### src/design/i2c_ces_regs.svh
// register map and bit positions of the enable/status/clear slice
// assumes byte addresses on a 32-bit AXI4-Lite bus
`ifndef I2C_CES_REGS_SVH
`define I2C_CES_REGS_SVH
`define ADDR_BUS_ACT_CLR 32'h5000_1360
`define ADDR_START_CLR   32'h5000_1364
`define ADDR_BCALL_CLR   32'h5000_1368
`define ADDR_ON_OFF      32'h5000_136C
`define ADDR_STATE_FLAGS 32'h5000_1370
`define RAW_W            12
`define RAW_BUS_ACT      8
`define RAW_START        10
`define RAW_BCALL        11
`define EN_BIT           0
`define CLR_BIT          0
`define ST_ACTIVE        0
`define ST_TX_ROOM       1
`define ST_TX_EMPTY      2
`define ST_RX_NONEMPTY   3
`define ST_RX_FULL       4
`define ST_INIT_BUSY     5
`define ST_TGT_BUSY      6
`define ST_RESET         16'h0006
`define EN_LATENCY       2
`define RESP_OKAY        2'h0
`define RESP_SLVERR      2'h2
`endif

### src/design/i2c_ces_pkg.sv
// types shared by the enable/status/clear slice
// assumes nothing beyond the slice itself
package i2c_ces_pkg;
   typedef enum logic [2:0] {SEL_BUS_ACT, SEL_START, SEL_BCALL, SEL_ON_OFF,
                             SEL_STATE, SEL_NONE} reg_sel_t;
   typedef enum logic [1:0] {CTL_OFF, CTL_ON, CTL_DRAIN} ctl_state_t;
   typedef struct packed {
      logic initiator_fsm_busy;
      logic target_fsm_busy;
      logic bus_active;
      logic rx_in_progress;
      logic rx_queue_full;
      logic rx_queue_nonempty;
      logic tx_queue_empty;
      logic tx_queue_has_room;
      logic start_seen_evt;
      logic broadcast_call_evt;
   } unit_state_t;
   typedef struct packed {
      logic controller_active;
      logic fifo_flush;
      logic irq_keep;
      logic stop_after_xfer;
      logic nack_byte;
   } ctl_out_t;
endpackage

### src/design/en_delay.sv
// delay line for the enable bit
// assumes input and output on the same clock
`timescale 1ns/1ps
`default_nettype none
module en_delay #(
   parameter int STAGES = 1
) (
   input  wire logic clk,
   input  wire logic rstn,
   input  wire logic d,
   output logic      q
);
   logic [STAGES-1:0] pipe_r;

   always_ff @(posedge clk or negedge rstn) begin
      if (!rstn) begin
         pipe_r <= '0;
      end else begin
         pipe_r[0] <= d;
         for (int i = 1; i < STAGES; i++) begin
            pipe_r[i] <= pipe_r[i-1];
         end
      end
   end

   assign q = pipe_r[STAGES-1];
endmodule
`default_nettype wire

### src/design/i2c_clear_enable_status.sv
// enable, status and read-to-clear flag slice of the two-wire controller
// assumes unit inputs come from logic on clk; register access over AXI4-Lite
//
// The AXI4-Lite register port was decided locally.
`timescale 1ns/1ps
`default_nettype none
`include "i2c_ces_regs.svh"

// Behaviour
// - reading start clear register clears start flag
// - reading broadcast clear register clears its flag
// - activity read-clear only when controller idle
// - hardware clears activity flag when disabled, quiet
// - activity clear register returns the activity flag
// - enable bit on/off, flushes FIFOs, resets 0
// - disabling flushes transmit and receive FIFOs
// - masked flags kept until controller reaches idle
// - disabled transmitter finishes transfer, then discards
// - disabled receiver ends after byte, no acknowledge
// - enable and disable take two clock cycles
// - status bit 6 shows target FSM busy
// - status bit 5 shows initiator FSM busy
// - status bit 4 shows receive queue full
// - status bit 3 shows receive queue nonempty
// - status bit 2 transmit empty, resets 1
// - status bit 1 transmit has room, resets 1
module i2c_clear_enable_status
   import i2c_ces_pkg::*;
#(
   parameter int ADDR_W = 32
) (
   input  wire logic              clk,
   input  wire logic              rstn,
   input  wire logic [ADDR_W-1:0] s_axi_awaddr,
   input  wire logic              s_axi_awvalid,
   output logic                   s_axi_awready,
   input  wire logic [31:0]       s_axi_wdata,
   input  wire logic [3:0]        s_axi_wstrb,
   input  wire logic              s_axi_wvalid,
   output logic                   s_axi_wready,
   output logic [1:0]             s_axi_bresp,
   output logic                   s_axi_bvalid,
   input  wire logic              s_axi_bready,
   input  wire logic [ADDR_W-1:0] s_axi_araddr,
   input  wire logic              s_axi_arvalid,
   output logic                   s_axi_arready,
   output logic [31:0]            s_axi_rdata,
   output logic [1:0]             s_axi_rresp,
   output logic                   s_axi_rvalid,
   input  wire logic              s_axi_rready,
   input  wire unit_state_t       unit_in,
   output logic [`RAW_W-1:0]      unmasked_irq_flags,
   output ctl_out_t               ctl_out
);

   // address decode shared by read and write paths
   function automatic reg_sel_t decode(input logic [ADDR_W-1:0] a);
      reg_sel_t s;
      s = SEL_NONE;
      if (a == ADDR_W'(`ADDR_BUS_ACT_CLR)) s = SEL_BUS_ACT;
      if (a == ADDR_W'(`ADDR_START_CLR))   s = SEL_START;
      if (a == ADDR_W'(`ADDR_BCALL_CLR))   s = SEL_BCALL;
      if (a == ADDR_W'(`ADDR_ON_OFF))      s = SEL_ON_OFF;
      if (a == ADDR_W'(`ADDR_STATE_FLAGS)) s = SEL_STATE;
      return s;
   endfunction

   // write channel
   logic [ADDR_W-1:0] awaddr_r;
   logic              aw_got_r;
   logic [31:0]       wdata_r;
   logic              wlane0_r;
   logic              w_got_r;
   logic              awready_r;
   logic              wready_r;
   logic              bvalid_r;
   logic [1:0]        bresp_r;
   logic              wr_fire;
   reg_sel_t          wr_sel;

   assign wr_fire = aw_got_r && w_got_r && !bvalid_r;
   assign wr_sel  = decode(awaddr_r);

   always_ff @(posedge clk or negedge rstn) begin
      if (!rstn) begin
         awready_r <= 1'b1;
         aw_got_r  <= 1'b0;
         awaddr_r  <= '0;
      end else if (s_axi_awvalid && awready_r) begin
         awready_r <= 1'b0;
         aw_got_r  <= 1'b1;
         awaddr_r  <= s_axi_awaddr;
      end else if (bvalid_r && s_axi_bready) begin
         awready_r <= 1'b1;
         aw_got_r  <= 1'b0;
      end
   end

   always_ff @(posedge clk or negedge rstn) begin
      if (!rstn) begin
         wready_r <= 1'b1;
         w_got_r  <= 1'b0;
         wdata_r  <= '0;
         wlane0_r <= 1'b0;
      end else if (s_axi_wvalid && wready_r) begin
         wready_r <= 1'b0;
         w_got_r  <= 1'b1;
         wdata_r  <= s_axi_wdata;
         wlane0_r <= s_axi_wstrb[0];
      end else if (bvalid_r && s_axi_bready) begin
         wready_r <= 1'b1;
         w_got_r  <= 1'b0;
      end
   end

   always_ff @(posedge clk or negedge rstn) begin
      if (!rstn) begin
         bvalid_r <= 1'b0;
         bresp_r  <= `RESP_OKAY;
      end else if (wr_fire) begin
         bvalid_r <= 1'b1;
         bresp_r  <= (wr_sel == SEL_NONE) ? `RESP_SLVERR : `RESP_OKAY;
      end else if (bvalid_r && s_axi_bready) begin
         bvalid_r <= 1'b0;
      end
   end

   // enable register and its delayed effect
   logic en_reg_r;
   logic en_eff;

   always_ff @(posedge clk or negedge rstn) begin
      if (!rstn) begin
         en_reg_r <= 1'b0;
      end else if (wr_fire && wr_sel == SEL_ON_OFF && wlane0_r) begin
         en_reg_r <= wdata_r[`EN_BIT];
      end
   end

   // one stage here plus the registered controls makes two cycles
   en_delay #(
      .STAGES (`EN_LATENCY - 1)
   ) u_en_delay (
      .clk  (clk),
      .rstn (rstn),
      .d    (en_reg_r),
      .q    (en_eff)
   );

   // read channel
   logic        arready_r;
   logic        rvalid_r;
   logic [31:0] rdata_r;
   logic [1:0]  rresp_r;
   logic        rd_fire;
   reg_sel_t    rd_sel;
   logic [15:0] rd_val;
   logic [15:0] status_r;
   logic        act_flag_r;
   logic        start_flag;
   logic        bcall_flag;

   assign rd_fire = s_axi_arvalid && arready_r;
   assign rd_sel  = decode(s_axi_araddr);

   always_comb begin
      rd_val = '0;
      unique case (rd_sel)
         SEL_BUS_ACT: rd_val[`CLR_BIT] = act_flag_r;
         SEL_START:   rd_val[`CLR_BIT] = start_flag;
         SEL_BCALL:   rd_val[`CLR_BIT] = bcall_flag;
         SEL_ON_OFF:  rd_val[`EN_BIT] = en_reg_r;
         SEL_STATE:   rd_val = status_r;
         SEL_NONE:    rd_val = '0;
      endcase
   end

   always_ff @(posedge clk or negedge rstn) begin
      if (!rstn) begin
         arready_r <= 1'b1;
         rvalid_r  <= 1'b0;
         rdata_r   <= '0;
         rresp_r   <= `RESP_OKAY;
      end else if (rd_fire) begin
         arready_r <= 1'b0;
         rvalid_r  <= 1'b1;
         rdata_r   <= {16'h0000, rd_val};
         rresp_r   <= (rd_sel == SEL_NONE) ? `RESP_SLVERR : `RESP_OKAY;
      end else if (rvalid_r && s_axi_rready) begin
         arready_r <= 1'b1;
         rvalid_r  <= 1'b0;
      end
   end

   // read-to-clear flags
   logic busy_now;
   logic [1:0] evt_set;
   logic [1:0] evt_clr;
   logic [1:0] evt_flag;

   assign busy_now = unit_in.initiator_fsm_busy || unit_in.target_fsm_busy ||
                     unit_in.bus_active;
   assign evt_set  = {unit_in.broadcast_call_evt, unit_in.start_seen_evt};
   assign evt_clr  = {rd_fire && rd_sel == SEL_BCALL,
                      rd_fire && rd_sel == SEL_START};

   for (genvar g = 0; g < 2; g++) begin : g_evt
      rc_flag u_flag (
         .clk    (clk),
         .rstn   (rstn),
         .set    (evt_set[g]),
         .clr    (evt_clr[g]),
         .flag_r (evt_flag[g])
      );
   end

   assign start_flag = evt_flag[0];
   assign bcall_flag = evt_flag[1];

   // activity flag: held while anything is busy, so set wins over clear
   always_ff @(posedge clk or negedge rstn) begin
      if (!rstn) begin
         act_flag_r <= 1'b0;
      end else if (busy_now) begin
         act_flag_r <= 1'b1;
      end else if (rd_fire && rd_sel == SEL_BUS_ACT) begin
         act_flag_r <= 1'b0;
      end else if (!en_eff) begin
         act_flag_r <= 1'b0;
      end
   end

   always_ff @(posedge clk or negedge rstn) begin
      if (!rstn) begin
         unmasked_irq_flags <= '0;
      end else begin
         unmasked_irq_flags              <= '0;
         unmasked_irq_flags[`RAW_BUS_ACT] <= act_flag_r;
         unmasked_irq_flags[`RAW_START]   <= start_flag;
         unmasked_irq_flags[`RAW_BCALL]   <= bcall_flag;
      end
   end

   // status register
   always_ff @(posedge clk or negedge rstn) begin
      if (!rstn) begin
         status_r <= `ST_RESET;
      end else begin
         status_r                  <= '0;
         status_r[`ST_ACTIVE]      <= busy_now;
         status_r[`ST_TX_ROOM]     <= unit_in.tx_queue_has_room;
         status_r[`ST_TX_EMPTY]    <= unit_in.tx_queue_empty;
         status_r[`ST_RX_NONEMPTY] <= unit_in.rx_queue_nonempty;
         status_r[`ST_RX_FULL]     <= unit_in.rx_queue_full;
         status_r[`ST_INIT_BUSY]   <= unit_in.initiator_fsm_busy;
         status_r[`ST_TGT_BUSY]    <= unit_in.target_fsm_busy;
      end
   end

   // on/off sequencing
   ctl_state_t ctl_state_r;
   ctl_state_t ctl_state_nxt;
   logic       fsm_busy;

   assign fsm_busy = unit_in.initiator_fsm_busy || unit_in.target_fsm_busy;

   always_comb begin
      ctl_state_nxt = ctl_state_r;
      unique case (ctl_state_r)
         CTL_OFF:   if (en_eff) ctl_state_nxt = CTL_ON;
         CTL_ON:    if (!en_eff) ctl_state_nxt = fsm_busy ? CTL_DRAIN : CTL_OFF;
         CTL_DRAIN: begin
            if (en_eff) ctl_state_nxt = CTL_ON;
            else if (!fsm_busy) ctl_state_nxt = CTL_OFF;
         end
         default:   ctl_state_nxt = CTL_OFF;
      endcase
   end

   always_ff @(posedge clk or negedge rstn) begin
      if (!rstn) begin
         ctl_state_r <= CTL_OFF;
      end else begin
         ctl_state_r <= ctl_state_nxt;
      end
   end

   always_ff @(posedge clk or negedge rstn) begin
      if (!rstn) begin
         ctl_out <= '{controller_active: 1'b0, fifo_flush: 1'b1,
                      irq_keep: 1'b0, stop_after_xfer: 1'b0, nack_byte: 1'b0};
      end else begin
         ctl_out.controller_active <= (ctl_state_nxt == CTL_ON);
         ctl_out.fifo_flush        <= (ctl_state_nxt != CTL_ON);
         ctl_out.irq_keep          <= (ctl_state_nxt == CTL_DRAIN);
         ctl_out.stop_after_xfer   <= (ctl_state_nxt == CTL_DRAIN) &&
                                      !unit_in.rx_in_progress;
         ctl_out.nack_byte         <= (ctl_state_nxt == CTL_DRAIN) &&
                                      unit_in.rx_in_progress;
      end
   end

   assign s_axi_awready = awready_r;
   assign s_axi_wready  = wready_r;
   assign s_axi_bvalid  = bvalid_r;
   assign s_axi_bresp   = bresp_r;
   assign s_axi_arready = arready_r;
   assign s_axi_rvalid  = rvalid_r;
   assign s_axi_rdata   = rdata_r;
   assign s_axi_rresp   = rresp_r;
endmodule
`default_nettype wire

### src/design/rc_flag.sv
// sticky interrupt flag set by hardware, cleared by a register read
// assumes set and clear are one-cycle pulses on clk
`timescale 1ns/1ps
`default_nettype none
module rc_flag (
   input  wire logic clk,
   input  wire logic rstn,
   input  wire logic set,
   input  wire logic clr,
   output logic      flag_r
);
   always_ff @(posedge clk or negedge rstn) begin
      if (!rstn) begin
         flag_r <= 1'b0;
      end else if (set) begin
         flag_r <= 1'b1;
      end else if (clr) begin
         flag_r <= 1'b0;
      end
   end
endmodule
`default_nettype wire

### config.mk
export PLATFORM = sky130hd
export DESIGN_NAME = i2c_clear_enable_status
export DESIGN_NICKNAME = d
export VERILOG_FILES = /design/src/design/i2c_ces_pkg.sv /design/src/design/en_delay.sv /design/src/design/i2c_clear_enable_status.sv /design/src/design/rc_flag.sv
export VERILOG_INCLUDE_DIRS = /design/src /design/src/design
export SDC_FILE = /design/constraint.sdc
export NUM_CORES = 1
export LEC_CHECK = 0
export BUFFER_PORTS_ARGS = -buffer_cell sky130_fd_sc_hd__buf_2
export CORE_MARGIN = 2
export CORE_UTILIZATION = 42
export DETAILED_ROUTE_END_ITERATION = 16
export PLACE_DENSITY = 0.78
export SETUP_SLACK_MARGIN = 0.1
export SLEW_MARGIN = 5
export SYNTH_ARGS = -nofsm -noshare
export SYNTH_HDL_FRONTEND = slang
export SYNTH_SLANG_ARGS = --single-unit
### constraint.sdc
create_clock -name clk -period 1.86 [get_ports clk]
set_clock_uncertainty 0.1 [all_clocks]
set_input_delay 0.279 -clock clk [delete_from_list [all_inputs] [get_ports clk]]
set_output_delay 0.279 -clock clk [all_outputs]
set_load 0.05 [all_outputs]
======== Word-level counts from Yosys, hierarchy flattened ========
Cells that the tools add are included.
word-level totals
  register bits after elaboration ......... 83
  output and inout port bits .............. 58
cells by class
  eq/ne operators ......................... 23
  muxes and demuxes ....................... 38
  reduce and logical (&&, ||, !) cells .... 26
operator list
  cell                                                    number
  == test 32 x 31 -> 1 bit (second input constant)        10
  two-way mux 3 bit                                       10
  two-way mux 1 bit                                       18
  logical AND 1 bit                                       14
  two-way mux 2 bit                                       7
  nonzero test 2 bit                                      6
  == test 3 x 2 -> 1 bit (second input constant)          3
  == test 3 bit (second input constant)                   3
  two-way mux 6 bit                                       1
  case mux 1 bit (6 select lines)                         1
  case mux 2 bit (3 select lines)                         1
  == test 2 x 1 -> 1 bit (second input constant)          2
  == test 2 bit (second input constant)                   2
  == test 3 x 1 -> 1 bit (second input constant)          1
  zero test 3 bit                                         1
  inequality test 3 bit (second input constant)           1
  zero test 1 bit                                         2
  zero test 2 bit                                         1
  logical OR 1 bit                                        2
  inequality test 2 x 1 -> 1 bit (second input constant)  1

======== Logic depth before layout (Yosys ltp) ========
Gate-level depths: netlist of run 1.
  depth after elaboration ................. 10
  gate-level depth with buffers ........... 5
  gate-level depth less buffers ........... 4

======== Cells and area by module ========
From an unflattened synthesis of run 1, not the netlist that was laid out.
unflattened totals
  cell total of the unflattened synthesis .. 241
  area, all modules ....................... 3,126.7 sq um
by module, submodules not included
  module                   instances  cells an instance  area an instance (sq um)  seq. area each (sq um)
  i2c_clear_enable_status  1          234                3,029.2                   1,734.2
  rc_flag                  2          3                  36.3                      25.0
  en_delay                 1          1                  25.0                      25.0

======== Worst setup path before layout of run 1 ========
Ideal clock, no wire load.
  kind .................................... register to register
  start point ............................. reg bvalid_r, in the netlist s_axi_bvalid
  end point ............................... reg en_reg_r
  data arrival time ....................... 1.610 ns
  data required time ...................... 1.632 ns
  setup slack ............................. 0.022 ns
  cell stages (with the launch flop) ...... 5
  path buffers ............................ 0
  period minus slack after synthesis ...... 1.838 ns
  cell sequence ........................... dfrtp_1 and3b_1 nand4_1 nor4_2 mux2_1
between the ends
  cells in the longest elaborated chain, start to end .. 4
RTL lines
  what                             RTL line                        RTL
  start: declaration               i2c_clear_enable_status.sv:76   logic bvalid_r;
  start signal: assignment         i2c_clear_enable_status.sv:118  bvalid_r <= 1'b0;
  start signal: assignment         i2c_clear_enable_status.sv:121  bvalid_r <= 1'b1;
  start signal: assignment         i2c_clear_enable_status.sv:124  bvalid_r <= 1'b0;
  zero test 1 bit                  i2c_clear_enable_status.sv:81   assign wr_fire = aw_got_r && w_got_r && !bvalid_r;
  logical AND 1 bit                i2c_clear_enable_status.sv:81
  logical AND 1 bit (2 in series)  i2c_clear_enable_status.sv:135  end else if (wr_fire && wr_sel == SEL_ON_OFF && wlane0_r) begin
  end signal: assignment           i2c_clear_enable_status.sv:136  en_reg_r <= wdata_r[`EN_BIT];
  end: declaration                 i2c_clear_enable_status.sv:129  logic en_reg_r;
Every way passes these cells.
A chain may end at the register's enable or synchronous reset.

======== Worst setup path in the final report of run 1 ========
Same ends and word-level chain as after synthesis.

==> flow_results.xml, run 1 <==
<?xml version="1.0" encoding="UTF-8"?>
<metrics>
  <group name="grt">
    <metric name="number_of_global_route_vias_before_repair" unit="">2244</metric>
    <metric name="grt_first_pass_wirelength" unit="um">10300</metric>
    <metric name="grt_max_degree" unit="">73</metric>
    <metric name="grt_antenna_before_repair" unit="">0</metric>
    <metric name="grt.total_usage" unit="%">15.7</metric>
    <metric name="grt_overflow" unit="">0</metric>
  </group>
  <group name="timing">
    <metric name="finalWorstPathRequiredPeriod" unit="ps">1670</metric>
    <metric name="clock.fmax" unit="MHz">600</metric>
    <metric name="setup_ws" unit="ps">193</metric>
    <metric name="worst_hold_slack" unit="ps">30.4</metric>
    <metric name="final.period_utilization" unit="%">89.6</metric>
    <metric name="hold_viol" unit="">0</metric>
    <metric name="rsz0062_at_grt" unit="">true</metric>
    <metric name="fin_tns_setup" unit="ps">0</metric>
    <metric name="setup_violations" unit="">0</metric>
    <metric name="final_max_slew_viol_count" unit="">0</metric>
  </group>
  <group name="run">
    <metric name="cap_viol_max_count" unit="">0</metric>
  </group>
  <group name="yosys">
    <metric name="synth_warnings" unit="">0</metric>
    <metric name="synth_top_cell_area_share" unit="%">52.2</metric>
    <metric name="postSynthAreaPerCell" unit="um2">12.8</metric>
    <metric name="post_synth_inst_count" unit="">248</metric>
    <metric name="ys_async_sr_fraction" unit="%">100</metric>
    <metric name="synth.top_cells.by_area" unit="">dfrtp_1 52%, mux2_1 12%, buf_4 8.5%</metric>
    <metric name="yosysMostFrequentCell" unit="">dfrtp_1</metric>
    <metric name="netlist-cell-type-count" unit="">43</metric>
    <metric name="synth-seq-cells" unit="">72</metric>
    <metric name="synth_commonest_cells" unit="">66 x dfrtp_1, 36 x buf_4, 33 x mux2_1</metric>
    <metric name="synth-edff-count" unit="">0</metric>
    <metric name="synth_seq_area_share" unit="%">57.2</metric>
    <metric name="most_used_flip_flop_cell_after_synthesis" unit="">dfrtp_1</metric>
    <metric name="synth_top_area_cell" unit="">dfrtp_1</metric>
    <metric name="post_synth_instance_area" unit="um2">3160</metric>
  </group>
  <group name="power">
    <metric name="peakVddDrop" unit="uV">447</metric>
    <metric name="power.total" unit="mW">3.15</metric>
    <metric name="p_leak" unit="nW">2.10</metric>
    <metric name="pwr_density_cell" unit="nW/um2">790</metric>
  </group>
  <group name="cts">
    <metric name="cts_num_sinks" unit="">72</metric>
    <metric name="path_clk_slew" unit="ps">70</metric>
    <metric name="cts_tree" unit="">yes</metric>
    <metric name="cts.htree.levels" unit="">3</metric>
    <metric name="cts_root_buffer" unit="">clkbuf_8</metric>
    <metric name="clkLatencyLatePin" unit="ps">330</metric>
    <metric name="tritoncts.num_buffers" unit="">9</metric>
    <metric name="max_buffers_root_to_sink" unit="">2</metric>
  </group>
  <group name="floorplan">
    <metric name="initial_utilization" unit="%">43.4</metric>
    <metric name="top_level_ports" unit="">175</metric>
    <metric name="design.core.area" unit="um2">7290</metric>
    <metric name="die_area" unit="um2">8240</metric>
    <metric name="fp.dieH" unit="um">90.8</metric>
    <metric name="num_rows" unit="">31</metric>
    <metric name="die_width" unit="um">90.8</metric>
  </group>
  <group name="routing">
    <metric name="vias" unit="">2200</metric>
    <metric name="drtPass1Iterations" unit="">4</metric>
    <metric name="drc" unit="">0</metric>
    <metric name="detail_route.wl_per_cell" unit="um">13.0</metric>
    <metric name="drt_wl_total" unit="um">6210</metric>
    <metric name="drt-vias-per-instance" unit="">4.62</metric>
    <metric name="detail-route-antenna-nets" unit="">0</metric>
    <metric name="first_iter_violations" unit="">40</metric>
  </group>
  <group name="worst_setup_path">
    <metric name="worst-endpoint-required" unit="ps">1970</metric>
    <metric name="crit_path_end_kind" unit="">register</metric>
    <metric name="critPathArrivalTime" unit="ps">1780</metric>
    <metric name="worst-setup-path-type" unit="">reg -&gt; reg</metric>
    <metric name="critical_path.startpoint_type" unit="">register</metric>
    <metric name="critical_path_peak_fanout" unit="">4</metric>
  </group>
  <group name="placement">
    <metric name="portBuffers" unit="">104</metric>
    <metric name="pre_cts_ws" unit="ps">89.1</metric>
    <metric name="gpl.final_weighted_congestion" unit="">0.776</metric>
    <metric name="hpwlAfterDp" unit="um">4650</metric>
  </group>
  <group name="status">
    <metric name="status" unit="">complete, no violations</metric>
  </group>
  <group name="layout">
    <metric name="final_layout_size_suffix_gt1_share" unit="%">39.0</metric>
    <metric name="areaGrowthSynthToFinish" unit="%">26.1</metric>
    <metric name="fillers" unit="">671</metric>
    <metric name="final_nets" unit="">489</metric>
    <metric name="insertedDiodeCount" unit="">0</metric>
  </group>
  <group name="hold_path">
    <metric name="holdCritPathClass" unit="">in -&gt; reg</metric>
  </group>
</metrics>
final cells by class:
type	count	area (um2)	area share, %
multi-input cells	165	1180	29.6
inverters	4	15.0	0.376
flip-flops and latches	72	1810	45.4
clock buffers	16	180	4.52
well taps	99	124	3.10
repair buffers	120	678	17.0
through the flow:
step	util (%)	cells	area [um2]
4_1_cts	54.5	475	3980
3_5_place_dp	50.7	449	3690
3_3_place_gp	50.7	449	3690
6_report	54.7	476	3990
5_1_grt	54.7	476	3990
2_1_floorplan	-	283	3300
report_power, final:
group	leakage (nW)	switching [mW]	total, mW	internal [mW]
Sequential	0.935	0.0119	1.61	1.59
Clock	0.0910	0.515	1.11	0.598
Combinational	1.07	0.317	0.434	0.116
what timing repair did:
action / 4_1_cts / 5_1_grt
pin swaps: 3 / 2
resized for setup: 0 / 2
hold endpoints to repair: 75 / 0
setup endpoints to repair: 1 / 1
hold buffers: 10 / 0
setup buffers: 0 / 1
per-layer routing:
layer  vias to the layer above  part of all wire, %  global-route usage (%)
met1                      1036                   39                    17.8
met4                         0                  1.0                    4.17
li1                       1050                    -                       -
met2                       107                   50                    27.2
met5                         -                    0                       0
met3                         7                   10                    6.59
registers in the layout, summed over array words and instances, names as in the netlist, 2 cells and up:
signal	flops
unmasked_irq_flags	3
g_evt.u_flag.flag_r	2
s_axi_rdata	7
awaddr_r	32
ctl_out	5
ctl_state_r	2
status_r	7
final timing paths:
check | from | to | slack, ps | cells past startpoint
max reg2reg | s_axi_bvalid | en_reg_r | 190 | 4
max in group asynchronous | rstn | status_r[2] | 910 | 3
min in group asynchronous | rstn | awaddr_r[21] | 400 | 3
min reg2reg | g_evt[1].u_flag.flag_r | unmasked_irq_flags[11] | 310 | 0
min | s_axi_arvalid | s_axi_arready | 30 | 2
max | s_axi_bvalid | en_reg_r | 190 | 4
kinds of logic (layout without fill, tap and decap cells):
family	count (synthesis)	after routing	share of synthesized area, %
XOR/XNOR	1	1	0.277
multiplexers	39	39	13.7
other	1	36	0.119
AO/OA/AOI/OAI	20	20	4.71
flip-flops	72	72	57.2
buffers and inverters	46	140	9.85
AND/OR/NAND/NOR	69	69	14.2
cells in the final DEF (no fill, tap or decap), types with 3 or more instances in the layout:
cell / instances
buf_2: 104
dfrtp_1: 65
conb_1: 36
mux2_1: 33
nand2_1: 20
clkbuf_8: 12
dlygate4sd3_1: 10
nand4_1: 9
nor2_1: 6
o21ai_2: 6
dfstp_2: 6
nor4_1: 5
nor4_2: 5
buf_4: 5
inv_1: 4
nor3_1: 4
mux2i_1: 4
clkbuf_1: 4
nand2b_1: 3
worst max-delay path, cell delays in order, from the launching register on:
cell and delay, ps:
dfrtp_2 420, and3b_2 270, nand4_1 130, nor4_2 300, mux2_1 340
Power figures use the tool's default switching activity.
==> run 2: changes to the inputs <==
- PLACE_DENSITY: 0.78 -> 0.76
==> flow_results.xml, run 2 (synthesis results as in run 1) <==
<?xml version="1.0" encoding="UTF-8"?>
<metrics>
  <group name="timing">
    <metric name="final_max_slew_viol_count" unit="">0</metric>
    <metric name="hold_viol" unit="">0</metric>
    <metric name="setup_violations" unit="">0</metric>
    <metric name="setup_ws" unit="ps">121</metric>
    <metric name="clock.fmax" unit="MHz">575</metric>
    <metric name="final.period_utilization" unit="%">93.5</metric>
    <metric name="rsz0062_at_grt" unit="">true</metric>
    <metric name="finalWorstPathRequiredPeriod" unit="ps">1740</metric>
    <metric name="fin_tns_setup" unit="ps">0</metric>
  </group>
  <group name="grt">
    <metric name="grt_first_pass_wirelength" unit="um">10300</metric>
    <metric name="grt_antenna_before_repair" unit="">0</metric>
    <metric name="grt_max_degree" unit="">27</metric>
    <metric name="grt.total_usage" unit="%">15.6</metric>
    <metric name="grt_overflow" unit="">0</metric>
    <metric name="number_of_global_route_vias_before_repair" unit="">2231</metric>
  </group>
  <group name="cts">
    <metric name="clkLatencyLatePin" unit="ps">330</metric>
    <metric name="cts_root_buffer" unit="">clkbuf_8</metric>
    <metric name="path_clk_slew" unit="ps">70</metric>
    <metric name="tritoncts.num_buffers" unit="">9</metric>
    <metric name="cts_num_sinks" unit="">72</metric>
    <metric name="max_buffers_root_to_sink" unit="">2</metric>
    <metric name="cts_tree" unit="">yes</metric>
    <metric name="cts.htree.levels" unit="">3</metric>
  </group>
  <group name="layout">
    <metric name="areaGrowthSynthToFinish" unit="%">26.2</metric>
    <metric name="insertedDiodeCount" unit="">0</metric>
    <metric name="final_layout_size_suffix_gt1_share" unit="%">38.8</metric>
    <metric name="top_register" unit="">awaddr_r</metric>
    <metric name="most_common_cell_after_layout_fill_and_taps_aside" unit="">buf_2</metric>
    <metric name="final_nets" unit="">493</metric>
    <metric name="largest_reg_flops" unit="">32</metric>
    <metric name="layout_common_cells" unit="">104 x buf_2, 65 x dfrtp_1, 36 x conb_1</metric>
  </group>
  <group name="worst_setup_path">
    <metric name="crit_path_end_kind" unit="">register</metric>
    <metric name="worst-endpoint-required" unit="ps">1970</metric>
    <metric name="critPathArrivalTime" unit="ps">1850</metric>
    <metric name="worst-setup-path-type" unit="">reg -&gt; reg</metric>
    <metric name="critical_path_peak_fanout" unit="">2</metric>
    <metric name="critical_path.startpoint_type" unit="">register</metric>
  </group>
  <group name="hold_path">
    <metric name="holdCritPathClass" unit="">in -&gt; reg</metric>
  </group>
  <group name="routing">
    <metric name="detail-route-antenna-nets" unit="">0</metric>
    <metric name="drtPass1Iterations" unit="">4</metric>
    <metric name="vias" unit="">2221</metric>
    <metric name="drc" unit="">0</metric>
    <metric name="drt-vias-per-instance" unit="">4.63</metric>
    <metric name="detail_route.wl_per_cell" unit="um">13.3</metric>
    <metric name="first_iter_violations" unit="">30</metric>
    <metric name="drt_wl_total" unit="um">6360</metric>
  </group>
  <group name="floorplan">
    <metric name="die_width" unit="um">90.8</metric>
    <metric name="num_rows" unit="">31</metric>
    <metric name="die_area" unit="um2">8240</metric>
    <metric name="top_level_ports" unit="">175</metric>
    <metric name="initial_utilization" unit="%">43.4</metric>
    <metric name="fp.dieH" unit="um">90.8</metric>
    <metric name="design.core.area" unit="um2">7290</metric>
  </group>
  <group name="power">
    <metric name="peakVddDrop" unit="uV">530</metric>
    <metric name="p_leak" unit="nW">2.11</metric>
    <metric name="pwr_density_cell" unit="nW/um2">770</metric>
  </group>
  <group name="placement">
    <metric name="gpl.final_weighted_congestion" unit="">0.773</metric>
    <metric name="pre_cts_ws" unit="ps">78.3</metric>
    <metric name="portBuffers" unit="">104</metric>
    <metric name="hpwlAfterDp" unit="um">4980</metric>
  </group>
  <group name="status">
    <metric name="status" unit="">complete, no violations</metric>
  </group>
  <group name="run">
    <metric name="cap_viol_max_count" unit="">0</metric>
  </group>
</metrics>
run 2: critical path: stages, from the launching register on:
cell and delay, ps:
dfrtp_1 380, nor4_1 300, nand3b_1 200, nor4_2 300
mux2_1 340
run 2: path summary, 6_finish.rpt:
path / slack [ps] / cells past startpoint / endpoint / startpoint
worst max-delay path: 120 / 4 / en_reg_r / awaddr_r[22]
worst min-delay path: 20 / 2 / s_axi_arready / s_axi_arvalid
worst max register to register: 120 / 4 / en_reg_r / awaddr_r[22]
worst min register to register: 300 / 0 / unmasked_irq_flags[11] / g_evt[1].u_flag.flag_r
max in group asynchronous: 730 / 3 / awaddr_r[18] / rstn
min in group asynchronous: 350 / 2 / ctl_out[4] / rstn
run 2: per-layer routing:
metal  track usage (%)  routed length, um  vias up
li1                  -                  -     1061
met1              16.2               2360     1049
met2              28.9               3340      103
met3              5.59                615        8
met4              5.68                 57        0
met5                 0                  0        -
run 2: final cells by class:
| class | count | area [um2] |
|---|---|---|
| Fill cell | 655 | 3300 |
| Sequential cell | 72 | 1810 |
| Multi-Input combinational cell | 165 | 1170 |
| Timing Repair Buffer | 124 | 708 |
| Clock buffer | 15 | 156 |
| Tap cell | 99 | 124 |
| Inverter | 4 | 15.0 |
| Clock inverter | 1 | 5.00 |
run 2: what timing repair did:
item,CTS,global route
gates resized for setup,0,0
buffers inserted,0,1
hold buffers,10,0
pin swaps,3,2
endpoints found under the hold margin,22,0
endpoints found under the setup margin,1,1
run 2: power by group:
part / switching [mW] / total (mW) / internal, mW
clock network: 0.508 / 1.03 / 0.522
logic: 0.319 / 0.439 / 0.120
registers: 0.0136 / 1.61 / 1.59
total: 0.841 / 3.08 / 2.24
run 2: metrics by stage:
stage	power (mW)	hold slack (ps)	utilization, %	instance area [um2]	cells
final	3.08	19.7	54.8	3990	480
after global routing	3.22	24.7	54.8	3990	480
after CTS	3.13	0.772	54.7	3990	479
after detailed placement	2.06	142	51.1	3720	453
after global placement	2.05	135	51.1	3720	453
after floorplan	1.96	-117	-	3300	283
